[src/zpg_pkg.sv]
// zpg_pkg: constants and types shared by the zone plate generator files
package zpg_pkg;
  // raster of the active format, one sample per enabled clock
  localparam int H_ACTIVE = 1920;
  localparam int H_TOTAL = 2200;
  localparam int V_ACTIVE = 1080;
  localparam int V_TOTAL = 1125;
  localparam int H_SYNC_LEN = 44;
  localparam int V_SYNC_LEN = 5;
  // time steps once per frame; per-second values scale by 1/rate
  localparam int FRAME_RATE_HZ = 30;
  localparam logic [31:0] FRAME_SCALE = 32'(65536 / FRAME_RATE_HZ);
  localparam int FRAME_SHIFT = 16;

  // register byte offsets, one aligned word each
  localparam logic [7:0] OFS_CTRL = 8'h00;
  localparam logic [7:0] OFS_ENABLE = 8'h04;
  localparam logic [7:0] OFS_AMPL = 8'h08;
  localparam logic [7:0] OFS_STATUS = 8'h0C;
  localparam logic [7:0] OFS_COEF = 8'h10;
  localparam int NUM_COEF = 10;
  // coefficient slots, in word order from OFS_COEF
  localparam int C_PHASE = 0;
  localparam int C_HFREQ = 1;
  localparam int C_HSWEEP = 2;
  localparam int C_HBYV = 3;
  localparam int C_VFREQ = 4;
  localparam int C_VSWEEP = 5;
  localparam int C_HBYT = 6;
  localparam int C_VBYT = 7;
  localparam int C_TFREQ = 8;
  localparam int C_TSWEEP = 9;

  // control word fields
  localparam int CTRL_RUN_BIT = 0;
  localparam int CTRL_DEFAULTS_BIT = 1;
  localparam int CTRL_SPACE_LSB = 2;
  localparam logic [1:0] SPACE_YCC = 2'h0;
  localparam logic [1:0] SPACE_RGB = 2'h1;
  localparam logic [1:0] SPACE_XYZ = 2'h2;
  localparam logic CTRL_RUN_RESET = 1'b1;

  // amplitude in half-millivolt steps
  localparam logic [10:0] AMPL_MAX = 11'h63C;
  localparam logic [10:0] AMPL_DEFAULT = 11'h578;
  localparam logic [2:0] EN_DEFAULT_YCC = 3'h1;
  localparam logic [2:0] EN_DEFAULT_RGB = 3'h7;

  // output codes and swing scaling
  localparam logic [11:0] BLACK_CODE = 12'h100;
  localparam logic [11:0] LUMA_MID = 12'h7D8;
  localparam logic [11:0] CHROMA_MID = 12'h800;
  localparam logic [27:0] SWING_GAIN = 28'h0000005;
  localparam int SWING_SHIFT = 13;
  localparam logic [11:0] SINE_PEAK = 12'h7FF;
  localparam int PIPE_DEPTH = 3;

  typedef enum logic [1:0] {
    ZPG_IDLE = 2'b01,
    ZPG_ANSWER = 2'b10
  } zpg_bus_t;
endpackage

[src/zpg_sine.sv]
// zpg_sine: registered parabolic sine of a phase fraction
`timescale 1ns/1ps
module zpg_sine import zpg_pkg::*; (
  input wire logic ref_clk, // sample clock
  input wire logic reset_n, // synchronous reset
  input wire logic [11:0] phase, // top bits of the cycle fraction
  output logic signed [12:0] sine // signed sine, peak SINE_PEAK
);
  logic [10:0] u;
  logic [21:0] prod;
  logic [11:0] mag;
  logic signed [12:0] sine_nxt;

  // each half cycle is a parabola; cheap, but not a pure sine
  always_comb begin
    u = phase[10:0];
    prod = 22'(u) * 22'(12'h800 - {1'b0, u});
    mag = (prod[21:9] > 13'(SINE_PEAK)) ? SINE_PEAK : prod[20:9];
    sine_nxt = phase[11] ? -$signed({1'b0, mag}) : $signed({1'b0, mag});
  end

  always_ff @(posedge ref_clk) begin
    if (!reset_n) begin
      sine <= 13'sh0000;
    end else begin
      sine <= sine_nxt;
    end
  end
endmodule // zpg_sine

[src/zpg_scale.sv]
// zpg_scale: scales the sine by the programmed amplitude
`timescale 1ns/1ps
module zpg_scale import zpg_pkg::*; (
  input wire logic ref_clk, // sample clock
  input wire logic reset_n, // synchronous reset
  input wire logic signed [12:0] sine, // signed sine sample
  input wire logic [10:0] ampl, // amplitude, half-mV steps
  output logic signed [12:0] swing // signed code swing about centre
);
  logic signed [27:0] prod;
  logic signed [27:0] shifted;
  logic signed [12:0] swing_nxt;

  // codes per half-mV chosen so 700 mV spans black to white
  always_comb begin
    prod = 28'(sine) * $signed({17'h00000, ampl}) * $signed(SWING_GAIN);
    shifted = prod >>> SWING_SHIFT;
    swing_nxt = shifted[12:0];
  end

  always_ff @(posedge ref_clk) begin
    if (!reset_n) begin
      swing <= 13'sh0000;
    end else begin
      swing <= swing_nxt;
    end
  end
endmodule // zpg_scale

[src/zpg_generator.sv]
// zpg_generator: zone plate pattern generator with Avalon-MM registers
//
// Added by the designer: the register offsets and the Avalon-MM register port.
`timescale 1ns/1ps
module zpg_generator import zpg_pkg::*; (
  input wire logic ref_clk, // 25 MHz clock
  input wire logic reset_n, // synchronous reset, active low
  input wire logic [7:0] avs_address, // byte address
  input wire logic avs_read, // read request
  input wire logic avs_write, // write request
  input wire logic [31:0] avs_writedata, // write data
  input wire logic [3:0] avs_byteenable, // write byte lanes
  output logic [31:0] avs_readdata, // read data
  output logic avs_waitrequest, // low for the answer cycle
  output logic [11:0] vid_comp0, // Y, G or X sample
  output logic [11:0] vid_comp1, // Cb, B or Y sample
  output logic [11:0] vid_comp2, // Cr, R or Z sample
  output logic vid_active, // sample lies in the active picture
  output logic vid_hsync, // line sync, high during pulse
  output logic vid_vsync // frame sync, high during pulse
);
  // merge write data into a word under the byte lanes
  function automatic logic [31:0] merge_be(input logic [31:0] old_v,
                                           input logic [31:0] new_v,
                                           input logic [3:0] be);
    logic [31:0] res;
    res = old_v;
    for (int i = 0; i < 4; i++) begin
      if (be[i]) begin
        res[8*i +: 8] = new_v[8*i +: 8];
      end
    end
    return res;
  endfunction

  // per-second coefficient to per-frame step
  function automatic logic [31:0] per_frame(input logic [31:0] c);
    logic signed [63:0] p;
    p = 64'($signed(c)) * $signed({32'h00000000, FRAME_SCALE});
    return p[FRAME_SHIFT +: 32];
  endfunction

  // pattern enables that a colour space starts with
  function automatic logic [2:0] space_default(input logic [1:0] sp);
    return (sp == SPACE_YCC) ? EN_DEFAULT_YCC : EN_DEFAULT_RGB;
  endfunction

  // one output channel: centred swing when enabled, idle code otherwise
  function automatic logic [11:0] chan(input logic en,
                                       input logic signed [12:0] sw,
                                       input logic [11:0] centre,
                                       input logic [11:0] idle);
    logic [12:0] sum;
    sum = 13'(centre) + 13'(sw);
    return en ? sum[11:0] : idle;
  endfunction

  // ---------------- register and bus state ----------------
  zpg_bus_t bus_r, bus_nxt;
  logic wait_r, wait_nxt;
  logic [31:0] rdata_r, rdata_nxt;
  logic run_r, run_nxt;
  logic [1:0] space_r, space_nxt;
  logic [2:0] enable_r, enable_nxt;
  logic [10:0] ampl_r, ampl_nxt;
  logic [31:0] coef_r [NUM_COEF];
  logic [31:0] coef_nxt [NUM_COEF];
  logic [15:0] frames_r, frames_nxt;
  logic wr_hit;
  logic [31:0] wmerge;
  logic [3:0] cidx;

  // bus answers one cycle after a request; write acts at the answer edge
  always_comb begin
    bus_nxt = bus_r;
    wait_nxt = 1'b1;
    rdata_nxt = rdata_r;
    run_nxt = run_r;
    space_nxt = space_r;
    enable_nxt = enable_r;
    ampl_nxt = ampl_r;
    coef_nxt = coef_r;
    wmerge = 32'h00000000;
    cidx = 4'(({2'b00, avs_address} - {2'b00, OFS_COEF}) >> 2);
    wr_hit = 1'b0;
    case (bus_r)
      ZPG_IDLE: begin
        if (avs_read || avs_write) begin
          bus_nxt = ZPG_ANSWER;
          wait_nxt = 1'b0;
          // read data built now so it stands on the answer cycle
          if (avs_address == OFS_CTRL) begin
            rdata_nxt = {28'h0000000, space_r, 1'b0, run_r};
          end else if (avs_address == OFS_ENABLE) begin
            rdata_nxt = {29'h00000000, enable_r};
          end else if (avs_address == OFS_AMPL) begin
            rdata_nxt = {21'h000000, ampl_r};
          end else if (avs_address == OFS_STATUS) begin
            rdata_nxt = {16'h0000, frames_r};
          end else if (avs_address >= OFS_COEF &&
                       avs_address < OFS_COEF + 8'(4 * NUM_COEF) &&
                       avs_address[1:0] == 2'b00) begin
            rdata_nxt = coef_r[cidx];
          end else begin
            rdata_nxt = 32'h00000000; // unmapped reads as zero
          end
        end
      end
      ZPG_ANSWER: begin
        bus_nxt = ZPG_IDLE;
        wr_hit = avs_write;
      end
      default: begin
        bus_nxt = ZPG_IDLE;
      end
    endcase
    if (wr_hit) begin
      if (avs_address == OFS_CTRL) begin
        wmerge = merge_be({28'h0000000, space_r, 1'b0, run_r},
                          avs_writedata, avs_byteenable);
        run_nxt = wmerge[CTRL_RUN_BIT];
        space_nxt = wmerge[CTRL_SPACE_LSB +: 2];
        if (wmerge[CTRL_DEFAULTS_BIT]) begin
          ampl_nxt = AMPL_DEFAULT;
          enable_nxt = space_default(wmerge[CTRL_SPACE_LSB +: 2]);
        end
      end else if (avs_address == OFS_ENABLE) begin
        wmerge = merge_be({29'h00000000, enable_r},
                          avs_writedata, avs_byteenable);
        enable_nxt = wmerge[2:0];
      end else if (avs_address == OFS_AMPL) begin
        wmerge = merge_be({21'h000000, ampl_r},
                          avs_writedata, avs_byteenable);
        // over-range settings stop at the top step
        ampl_nxt = (wmerge[31:11] != 21'h000000 ||
                    wmerge[10:0] > AMPL_MAX) ? AMPL_MAX : wmerge[10:0];
      end else if (avs_address >= OFS_COEF &&
                   avs_address < OFS_COEF + 8'(4 * NUM_COEF) &&
                   avs_address[1:0] == 2'b00) begin
        // signed coefficients, so negative settings are legal
        coef_nxt[cidx] = merge_be(coef_r[cidx], avs_writedata,
                                  avs_byteenable);
      end
    end
  end

  always_ff @(posedge ref_clk) begin
    if (!reset_n) begin
      bus_r <= ZPG_IDLE;
      wait_r <= 1'b1;
      rdata_r <= 32'h00000000;
      run_r <= CTRL_RUN_RESET;
      space_r <= SPACE_YCC;
      enable_r <= EN_DEFAULT_YCC;
      ampl_r <= AMPL_DEFAULT;
      for (int i = 0; i < NUM_COEF; i++) begin
        coef_r[i] <= 32'h00000000;
      end
    end else begin
      bus_r <= bus_nxt;
      wait_r <= wait_nxt;
      rdata_r <= rdata_nxt;
      run_r <= run_nxt;
      space_r <= space_nxt;
      enable_r <= enable_nxt;
      ampl_r <= ampl_nxt;
      coef_r <= coef_nxt;
    end
  end

  // ---------------- raster and phase accumulators ----------------
  logic [11:0] hcnt_r, hcnt_nxt;
  logic [10:0] vcnt_r, vcnt_nxt;
  logic [31:0] h_ph_r, h_ph_nxt; // phase along the line
  logic [31:0] h_rate_r, h_rate_nxt; // phase step per sample
  logic [31:0] v_ph_r, v_ph_nxt; // phase down the frame
  logic [31:0] v_rate_r, v_rate_nxt; // phase step per line
  logic [31:0] hxy_r, hxy_nxt; // h-by-v frequency this line
  logic [31:0] hxt_r, hxt_nxt; // h-by-t frequency this frame
  logic [31:0] vyt_r, vyt_nxt; // v-by-t frequency this frame
  logic [31:0] t_lin_r, t_lin_nxt; // linear time phase
  logic [31:0] t_sq_r, t_sq_nxt; // half-square time phase
  logic [31:0] t_rate_r, t_rate_nxt; // half-square time step
  logic [31:0] phase_sum;
  logic [31:0] line_rate;
  logic [31:0] tsw_step;
  logic line_end, frame_end;
  logic active_now;

  // all phases wrap modulo one cycle, so frequencies fold at fs/2
  always_comb begin
    hcnt_nxt = hcnt_r;
    vcnt_nxt = vcnt_r;
    h_ph_nxt = h_ph_r;
    h_rate_nxt = h_rate_r;
    v_ph_nxt = v_ph_r;
    v_rate_nxt = v_rate_r;
    hxy_nxt = hxy_r;
    hxt_nxt = hxt_r;
    vyt_nxt = vyt_r;
    t_lin_nxt = t_lin_r;
    t_sq_nxt = t_sq_r;
    t_rate_nxt = t_rate_r;
    frames_nxt = frames_r;
    tsw_step = per_frame(per_frame(coef_r[C_TSWEEP]));
    line_end = (hcnt_r == 12'(H_TOTAL - 1));
    frame_end = line_end && (vcnt_r == 11'(V_TOTAL - 1));
    active_now = (hcnt_r < 12'(H_ACTIVE)) && (vcnt_r < 11'(V_ACTIVE));
    // horizontal frequency of the next line, with half sweep step
    line_rate = coef_r[C_HFREQ] + hxt_r + hxy_r +
                {coef_r[C_HSWEEP][31], coef_r[C_HSWEEP][31:1]};
    if (run_r) begin
      hcnt_nxt = line_end ? 12'h000 : hcnt_r + 12'h001;
      if (active_now) begin
        h_ph_nxt = h_ph_r + h_rate_r;
        h_rate_nxt = h_rate_r + coef_r[C_HSWEEP];
      end
      if (line_end) begin
        vcnt_nxt = frame_end ? 11'h000 : vcnt_r + 11'h001;
        h_ph_nxt = 32'h00000000;
        if (vcnt_r < 11'(V_ACTIVE)) begin
          v_ph_nxt = v_ph_r + v_rate_r;
          v_rate_nxt = v_rate_r + coef_r[C_VSWEEP];
          hxy_nxt = hxy_r + coef_r[C_HBYV];
        end
      end
      // next line's horizontal start uses updated h-by-v term
      if (line_end) begin
        h_rate_nxt = line_rate + (vcnt_r < 11'(V_ACTIVE) ?
                                  coef_r[C_HBYV] : 32'h00000000);
      end
      if (frame_end) begin
        frames_nxt = frames_r + 16'h0001;
        // time moves one frame; per-second steps scaled to per-frame units
        hxt_nxt = hxt_r + per_frame(coef_r[C_HBYT]);
        vyt_nxt = vyt_r + per_frame(coef_r[C_VBYT]);
        t_lin_nxt = t_lin_r + per_frame(coef_r[C_TFREQ]);
        t_sq_nxt = t_sq_r + t_rate_r;
        t_rate_nxt = t_rate_r + tsw_step;
        hxy_nxt = 32'h00000000;
        v_ph_nxt = 32'h00000000;
        v_rate_nxt = coef_r[C_VFREQ] + vyt_nxt +
                     {coef_r[C_VSWEEP][31], coef_r[C_VSWEEP][31:1]};
        h_rate_nxt = coef_r[C_HFREQ] + hxt_nxt +
                     {coef_r[C_HSWEEP][31], coef_r[C_HSWEEP][31:1]};
      end
    end
    // constant, line, frame and time parts of the phase
    phase_sum = coef_r[C_PHASE] + h_ph_r + v_ph_r +
                t_lin_r + t_sq_r;
  end

  always_ff @(posedge ref_clk) begin
    if (!reset_n) begin
      hcnt_r <= 12'h000;
      vcnt_r <= 11'h000;
      h_ph_r <= 32'h00000000;
      h_rate_r <= 32'h00000000;
      v_ph_r <= 32'h00000000;
      v_rate_r <= 32'h00000000;
      hxy_r <= 32'h00000000;
      hxt_r <= 32'h00000000;
      vyt_r <= 32'h00000000;
      t_lin_r <= 32'h00000000;
      t_sq_r <= 32'h00000000;
      t_rate_r <= 32'h00000000;
      frames_r <= 16'h0000;
    end else begin
      hcnt_r <= hcnt_nxt;
      vcnt_r <= vcnt_nxt;
      h_ph_r <= h_ph_nxt;
      h_rate_r <= h_rate_nxt;
      v_ph_r <= v_ph_nxt;
      v_rate_r <= v_rate_nxt;
      hxy_r <= hxy_nxt;
      hxt_r <= hxt_nxt;
      vyt_r <= vyt_nxt;
      t_lin_r <= t_lin_nxt;
      t_sq_r <= t_sq_nxt;
      t_rate_r <= t_rate_nxt;
      frames_r <= frames_nxt;
    end
  end

  // ---------------- sine, amplitude and output pipeline ----------------
  logic signed [12:0] sine_s;
  logic signed [12:0] swing_s;

  zpg_sine u_sine (
    .ref_clk(ref_clk),
    .reset_n(reset_n),
    .phase(phase_sum[31:20]),
    .sine(sine_s)
  );

  zpg_scale u_scale (
    .ref_clk(ref_clk),
    .reset_n(reset_n),
    .sine(sine_s),
    .ampl(ampl_r),
    .swing(swing_s)
  );

  logic [PIPE_DEPTH-1:0] act_d_r, act_d_nxt;
  logic [PIPE_DEPTH-1:0] hs_d_r, hs_d_nxt;
  logic [PIPE_DEPTH-1:0] vs_d_r, vs_d_nxt;
  logic [11:0] c0_r, c0_nxt;
  logic [11:0] c1_r, c1_nxt;
  logic [11:0] c2_r, c2_nxt;
  logic ycc;
  logic [11:0] sub_mid;
  logic [11:0] sub_idle;

  // sync flags ride alongside the sine latency
  always_comb begin
    act_d_nxt = {act_d_r[PIPE_DEPTH-2:0], active_now & run_r};
    hs_d_nxt = {hs_d_r[PIPE_DEPTH-2:0], hcnt_r >= 12'(H_TOTAL - H_SYNC_LEN)};
    vs_d_nxt = {vs_d_r[PIPE_DEPTH-2:0], vcnt_r >= 11'(V_TOTAL - V_SYNC_LEN)};
    ycc = (space_r == SPACE_YCC);
    sub_mid = ycc ? CHROMA_MID : LUMA_MID;
    sub_idle = ycc ? CHROMA_MID : BLACK_CODE;
    // blanking carries idle codes, never the pattern
    if (act_d_r[PIPE_DEPTH-2]) begin
      c0_nxt = chan(enable_r[0], swing_s, LUMA_MID, BLACK_CODE);
      c1_nxt = chan(enable_r[1], swing_s, sub_mid, sub_idle);
      c2_nxt = chan(enable_r[2], swing_s, sub_mid, sub_idle);
    end else begin
      c0_nxt = BLACK_CODE;
      c1_nxt = sub_idle;
      c2_nxt = sub_idle;
    end
  end

  always_ff @(posedge ref_clk) begin
    if (!reset_n) begin
      act_d_r <= '0;
      hs_d_r <= '0;
      vs_d_r <= '0;
      c0_r <= BLACK_CODE;
      c1_r <= CHROMA_MID;
      c2_r <= CHROMA_MID;
    end else begin
      act_d_r <= act_d_nxt;
      hs_d_r <= hs_d_nxt;
      vs_d_r <= vs_d_nxt;
      c0_r <= c0_nxt;
      c1_r <= c1_nxt;
      c2_r <= c2_nxt;
    end
  end

  assign avs_readdata = rdata_r;
  assign avs_waitrequest = wait_r;
  assign vid_comp0 = c0_r;
  assign vid_comp1 = c1_r;
  assign vid_comp2 = c2_r;
  assign vid_active = act_d_r[PIPE_DEPTH-1];
  assign vid_hsync = hs_d_r[PIPE_DEPTH-1];
  assign vid_vsync = vs_d_r[PIPE_DEPTH-1];
endmodule // zpg_generator

[config.mk]
export PLATFORM = sky130hd
export DESIGN_NAME = zpg_generator
export DESIGN_NICKNAME = d
export VERILOG_FILES = /design/src/zpg_pkg.sv /design/src/zpg_sine.sv /design/src/zpg_scale.sv /design/src/zpg_generator.sv
export SDC_FILE = /design/constraint.sdc
export NUM_CORES = 2
export LEC_CHECK = 0
export BUFFER_PORTS_ARGS = -buffer_cell sky130_fd_sc_hd__buf_2
export CORE_ASPECT_RATIO = 0.7
export CORE_MARGIN = 2
export CORE_UTILIZATION = 50
export CTS_CLUSTER_SIZE = 40
export DETAILED_ROUTE_END_ITERATION = 6
export PLACE_DENSITY = 0.66
export SYNTH_ARGS = -nofsm -noshare
export SYNTH_HDL_FRONTEND = slang
export SYNTH_SLANG_ARGS = --single-unit
[constraint.sdc]
create_clock -name ref_clk -period 13.1 [get_ports ref_clk]
set_input_delay 2.62 -clock ref_clk [delete_from_list [all_inputs] [get_ports ref_clk]]
set_output_delay 2.62 -clock ref_clk [all_outputs]
set_load 0.005 [all_outputs]
# Word-level counts from Yosys, hierarchy flattened
# Cells that the tools add are included.
[classes] n_addsub=30 n_mul=8 magnitude_cmp=10 n_eq_ne=10 n_mux=95 bitwise_logic=5 reduce_logical=33
[op_table] operator="32-bit two-way mux" count=23
[op_table] operator="32-bit adder" count=22
[op_table] operator="8-bit two-way mux" count=44
[op_table] operator="320-bit bitwise mux" count=1
[op_table] operator="32-bit by 10-bit multiplier with 42-bit output (second input constant)" count=4
[op_table] operator="32-bit binary-select mux with 4-bit select" count=1
[op_table] operator="32-bit demux with 4-bit select" count=1
[op_table] operator="12-bit two-way mux" count=9
[op_table] operator="11-bit two-way mux" count=6
[op_table] operator="29-bit by 10-bit multiplier with 39-bit output (second input constant)" count=1
[op_table] operator="13-bit by 12-bit multiplier with 25-bit output" count=1
[op_table] operator="25-bit by 4-bit multiplier with 25-bit output (second input constant)" count=1
[op_table] operator="11-bit by 22-bit multiplier with 22-bit output" count=1
[op_table] operator="21-bit nonzero test" count=1
[op_table] operator="16-bit by 1-bit adder with 16-bit output (second input constant)" count=1
[op_table] operator="8-bit by 4-bit equality test with 1-bit output (second input constant)" count=2
[op_table] operator="2-bit AND reduction" count=8
[op_table] operator="3-bit two-way mux" count=5
[op_table] operator="13-bit by 11-bit greater-than comparator with 1-bit output (second input constant)" count=1
[op_table] operator="12-bit negation with 13-bit output" count=1
[op_table] operator="12-bit by 11-bit subtractor with 13-bit output (first input constant)" count=1
[op_table] operator="11-bit by 12-bit adder with 12-bit output (first input constant)" count=1
[op_table] operator="12-bit by 1-bit adder with 12-bit output (second input constant)" count=1
[op_table] operator="12-bit adder" count=1
[op_table] operator="33 further kinds" count=53
[totals] ff_bits=801 inputBits=48 output_inout_bits=72 word_cells=230

# Logic depth before layout (Yosys ltp)
[logic_depth] word_depth=12 depth_mapped=52 ltp_nobuf=50

# Modules after synthesis
# From an unflattened synthesis, not the netlist that was laid out.
[hier_totals] cells_unflattened=10492 hier_area_um2=87057.2
[modules_own_cells] module="zpg_generator" n_inst=1 cells_each=9071 area_per_inst_um2=74584.0 seq_area_each_um2=15534.9
[modules_own_cells] module="zpg_scale" n_inst=1 cells_each=811 area_per_inst_um2=6967.9 seq_area_each_um2=260.2
[modules_own_cells] module="zpg_sine" n_inst=1 cells_each=610 area_per_inst_um2=5505.3 seq_area_each_um2=260.2

# Worst setup path after synthesis
# No wires, ideal clock.
[synth_timing] path_type="reg2reg" from="register coef_r[290] (netlist name)" to="register u_sine.sine[10]" setup_time_ns=0.128 arrival_time_ns=10.902 required_ns=12.972 path_slack_ns=2.071 path_stages_with_launch=49 n_path_buf=3 period_less_slack_ns=11.029 cell_sequence="dfxtp_1 -> inv_1 -> fa_1 -> inv_1 -> fa_1 -> fa_1 -> ha_1 -> a41o_1 -> a211oi_1 -> o21ai_1 -> a41o_1 -> o21a_1 -> nor2_1 -> o21ai_0 -> a21oi_1 -> o21ai_0 -> xnor2_2 -> clkbuf_1 -> (+13 left out) -> inv_1 -> ha_1 -> clkbuf_1 -> a21oi_1 -> nor2b_1 -> nor2_1 -> o41ai_2 -> a21oi_2 -> a31oi_2 -> a41oi_1 -> a32oi_2 -> nor2_1 -> ha_1 -> inv_1 -> or3_1 -> o31ai_2 -> xor2_1 -> nor2_1"
[synth_between] elab_chain_len=10
[synth_lines] item="from (decl)" line="zpg_generator.sv:66" rtl="logic [31:0] coef_r [NUM_COEF];"
[synth_lines] item="from (signal assigned)" line="zpg_generator.sv:167" rtl="coef_r <= coef_nxt;"
[synth_lines] item="32-bit adder * (3 in a row)" line="zpg_generator.sv:249" rtl="phase_sum = coef_r[C_PHASE] + h_ph_r + v_ph_r +"
[synth_lines] item="32-bit adder *" line="zpg_generator.sv:250" rtl="t_lin_r + t_sq_r;"
[synth_lines] item="12-bit by 11-bit subtractor with 13-bit output" line="zpg_sine.sv:17" rtl="prod = 22'(u) * 22'(12'h800 - {1'b0, u});"
[synth_lines] item="11-bit by 22-bit multiplier with 22-bit output" line="zpg_sine.sv:17"
[synth_lines] item="13-bit by 11-bit greater-than comparator with 1-bit output" line="zpg_sine.sv:18" rtl="mag = (prod[21:9] > 13'(SINE_PEAK)) ? SINE_PEAK : prod[20:9];"
[synth_lines] item="12-bit two-way mux" line="zpg_sine.sv:18"
[synth_lines] item="12-bit negation with 13-bit output" line="zpg_sine.sv:19" rtl="sine_nxt = phase[11] ? -$signed({1'b0, mag}) : $signed({1'b0, mag});"
[synth_lines] item="12-bit two-way mux *" line="zpg_sine.sv:19"
[synth_lines] item="to (signal assigned)" line="zpg_sine.sv:26" rtl="sine <= sine_nxt;"
[synth_lines] item="to (decl)" line="zpg_sine.sv:7" rtl="output logic signed [12:0] sine"
# Every way passes the cells marked *; elsewhere a longest branch is shown, timed or not.
# A chain may end at the register's enable or synchronous reset.

# Worst setup path after layout
# Ends and elaborated chain as after synthesis.

==> run summary <==
Result of the run: finished, violations left
Failing checks: DRC
Slowest CP cell: fa_1
Post-CTS Setup Bufs: 0
Longest Clk Path Bufs: 3
Final Skew: 40.32 ps
Critical Path Most Common Cell: fa_1
EDFF count, synth: 0
Num CTS Buffers: 91
Net Sw Frac: 39.08%
Netlist cell types: 110
Syn-to-layout area delta: 6.930%
Min Hold Slack: 437.5 ps
Initial core utilization: 50.46%
Count of pins over their slew limit: 0
Logic pwr share: 47.0%
Clock Sinks: 801
Final worst path period share: 93.84%
Worst Tran Pin Value: 1215 ps
Layout cell share with drive strength beyond 1: 5.428%
Number of synthesized register bits: 801
Critical path fanouts, max: 15
Area of the multi-input gates: 64640 sq um
HP Start: vs_d_r[1]$_SDFF_PN0_
Critical path class: register to register
Routability Congestion: 1.007
First-pass GRT wire length: 451500 um
Commonest non-fill, non-tap cell in the layout: nand2_1
Worst min-delay path category: register to register
Num rows: 127
Final HPWL DP: 241600 um
Largest net degree at the start of global routing: 181
Clock root cell: clkbuf_16
Maximum clock rate: 0.08134 GHz
Utilization after layout: 53.96%
Vias in the first global route: 71590
Max stage delay on crit path: 540 ps
Die H: 352.2 um
Asr flop ratio synth: 0%
Post-synthesis sequential area ratio: 18.52%
Critical Path AT: 12850 ps
Top FF cell, synth: dfxtp_1
Max rail drop VDD: 498.3 uV
Core Area: 171600 sq um
Io pins: 120
Initial DRT Pass Iterations: 7
Syn Area/Cell: 8.238 sq um
CTS tree: built
Most frequent cells in the layout: nand2_1 (1432), inv_1 (1281), ha_1 (1244)
Final WL: 300000 um
Total Nets Final: 12390
H-tree depth: 3
Routed Antenna Nets: 0
Sequential Power Share: 25.7%
Startpoint Class: register
Routed via count: 76870
P_int: 6.151 mW
Synthesis Warnings: 0
GRT overflow: 0
DRC viols: 1
Post-CTS sizing: 0
Hold Vio Cnt, Final: 0
Mapped Area: 86600 sq um
Total track usage: 33.30%
Latest clock arrival within the worst-skew pair: 740 ps
Capturing element type of the critical path: register
CP startpoint: coef_r[290]$_SDFFE_PN0P_
Vias/cell: 6.007
Register area: 16040 sq um
Reg clk slew, reported paths: 70 ps
Die width: 501.4 um
Buffers added on ports: 119
DRT iter0 DRCs: 8837
Fillcell total: 15880
Hold buffers post-CTS: 0
Clock power share: 27.3%
Cell count after synthesis: 10510
CP required: 13660 ps
Slew margin rel.: 18.59%
Die area: 176600 sq um
Initial antenna violation count: 12
Setup TNS: 0 ps
RSZ-0062 raised after global routing: false
Worst r2r src: coef_r[290]$_SDFFE_PN0P_
Max Cap Viol: 0
PD cells: 109.0 nW/um^2
Fin crit period: 12290 ps
Final setup violation count: 0
Switching power: 3.945 mW
Leakage power: 45.93 nW
Wire length per cell: 23.44 um
worst max-delay path, delay by kind of cell, from the launching register on:
family | cells | cell delay (ps)
flops | 1 | 350
simple gates | 11 | 2290
xor+xnor | 2 | 530
fa+ha+maj | 12 | 5020
buf+inv | 7 | 620
compound gates | 13 | 3290
power groups by stage:
stage / sequential [mW] / clock, mW / combinational, mW
floorplan: 2.58 / 0 / 3.67
global placement: 2.65 / 0 / 4.52
detailed placement: 2.64 / 0 / 4.70
CTS: 2.59 / 2.77 / 4.78
global route: 2.59 / 2.87 / 5.44
finish: 2.59 / 2.76 / 4.74
metal layers:
layer / GRT usage (%) / vias up / part of all wire (%)
met3: 8.612 / 380 / 12
li1: - / 35510 / -
met5: 0 / - / 0.011
met1: 52.16 / 37150 / 47
met4: 9.740 / 4 / 3.5
met2: 43.65 / 3828 / 37
sequential cells by signal, summed over array words and instances, names as in the netlist, 13 cells and up:
name          cells
t_sq_r           32
v_ph_r           32
t_lin_r          32
h_rate_r         32
hxy_r            32
avs_readdata     32
u_sine.sine      13
frames_r         16
vyt_r            32
coef_r          320
t_rate_r         32
v_rate_r         32
hxt_r            32
h_ph_r           32
final cells by class:
type                    instances  share of cell area [%]
inverters                    1285                   5.217
repair buffers                191                   1.253
diodes                          3                0.008107
flip-flops and latches        801                   17.32
well taps                    2257                   3.050
clock inverters                47                  0.5932
clock buffers                 122                   2.750
multi-input cells            8091                   69.81
through the flow:
stage          std cells  setup slack (ps)  power, mW  area (sq um)
2_1_floorplan      10520              2071      6.255         86630
3_3_place_gp       12630              1035      7.165         89490
3_5_place_dp       12630             896.9      7.342         89490
4_1_cts            12790             829.5      10.14         92590
5_1_grt            12790             45.12      10.90         92590
6_report           12800             806.6      10.10         92600
cell usage after synthesis (all sizes together), types with 14 or more instances:
| master | count | share of area (%) |
|---|---|---|
| a2111oi | 14 | 0.17 |
| a211o | 22 | 0.22 |
| a211oi | 82 | 0.72 |
| a21boi | 19 | 0.17 |
| a21o | 281 | 2.4 |
| a21oi | 1124 | 6.5 |
| a22o | 18 | 0.18 |
| a22oi | 37 | 0.32 |
| a31oi | 66 | 0.51 |
| and2 | 151 | 1.1 |
| and3 | 69 | 0.50 |
| buf | 37 | 0.17 |
| clkbuf | 307 | 1.3 |
| dfxtp | 801 | 19 |
| fa | 636 | 15 |
| ha | 1244 | 18 |
| inv | 1285 | 5.6 |
| mux2 | 30 | 0.39 |
| mux2i | 51 | 0.59 |
| mux4 | 64 | 1.7 |
| nand2 | 1436 | 6.2 |
| nand2b | 122 | 0.88 |
| nand3 | 160 | 0.92 |
| nand3b | 16 | 0.14 |
| nand4 | 51 | 0.37 |
| nor2 | 592 | 2.6 |
| nor2b | 88 | 0.64 |
| nor3 | 159 | 0.92 |
| nor4 | 15 | 0.12 |
| o211ai | 44 | 0.39 |
| o21a | 90 | 0.78 |
| o21ai | 392 | 2.3 |
| o21bai | 78 | 0.68 |
| o22ai | 14 | 0.10 |
| o31ai | 29 | 0.27 |
| o41ai | 17 | 0.23 |
| or2 | 36 | 0.26 |
| or3 | 54 | 0.39 |
| xnor2 | 399 | 4.1 |
| xor2 | 177 | 1.8 |
cells by family after synthesis:
kind of cell / Yosys count / share of synthesized area, %
adder cells (fa/ha/maj): 1880 / 32.68
AO/OA/AOI/OAI: 2477 / 17.66
flip-flops: 801 / 18.52
AND/OR/NAND/NOR: 3001 / 15.52
multiplexers: 145 / 2.644
buffers and inverters: 1629 / 7.073
XOR/XNOR: 577 / 5.895
other: 2 / 0.008673
path summary, 6_finish.rpt:
check	endpoint	slack, ps	depth (start not counted)
min	vs_d_r[2]$_SDFF_PN0_	440	1
max	u_sine.sine[10]$_SDFF_PN0_	810	45
max reg2reg	u_sine.sine[10]$_SDFF_PN0_	810	45
min reg2reg	vs_d_r[2]$_SDFF_PN0_	440	1
(Power assumes the default switching activity.)
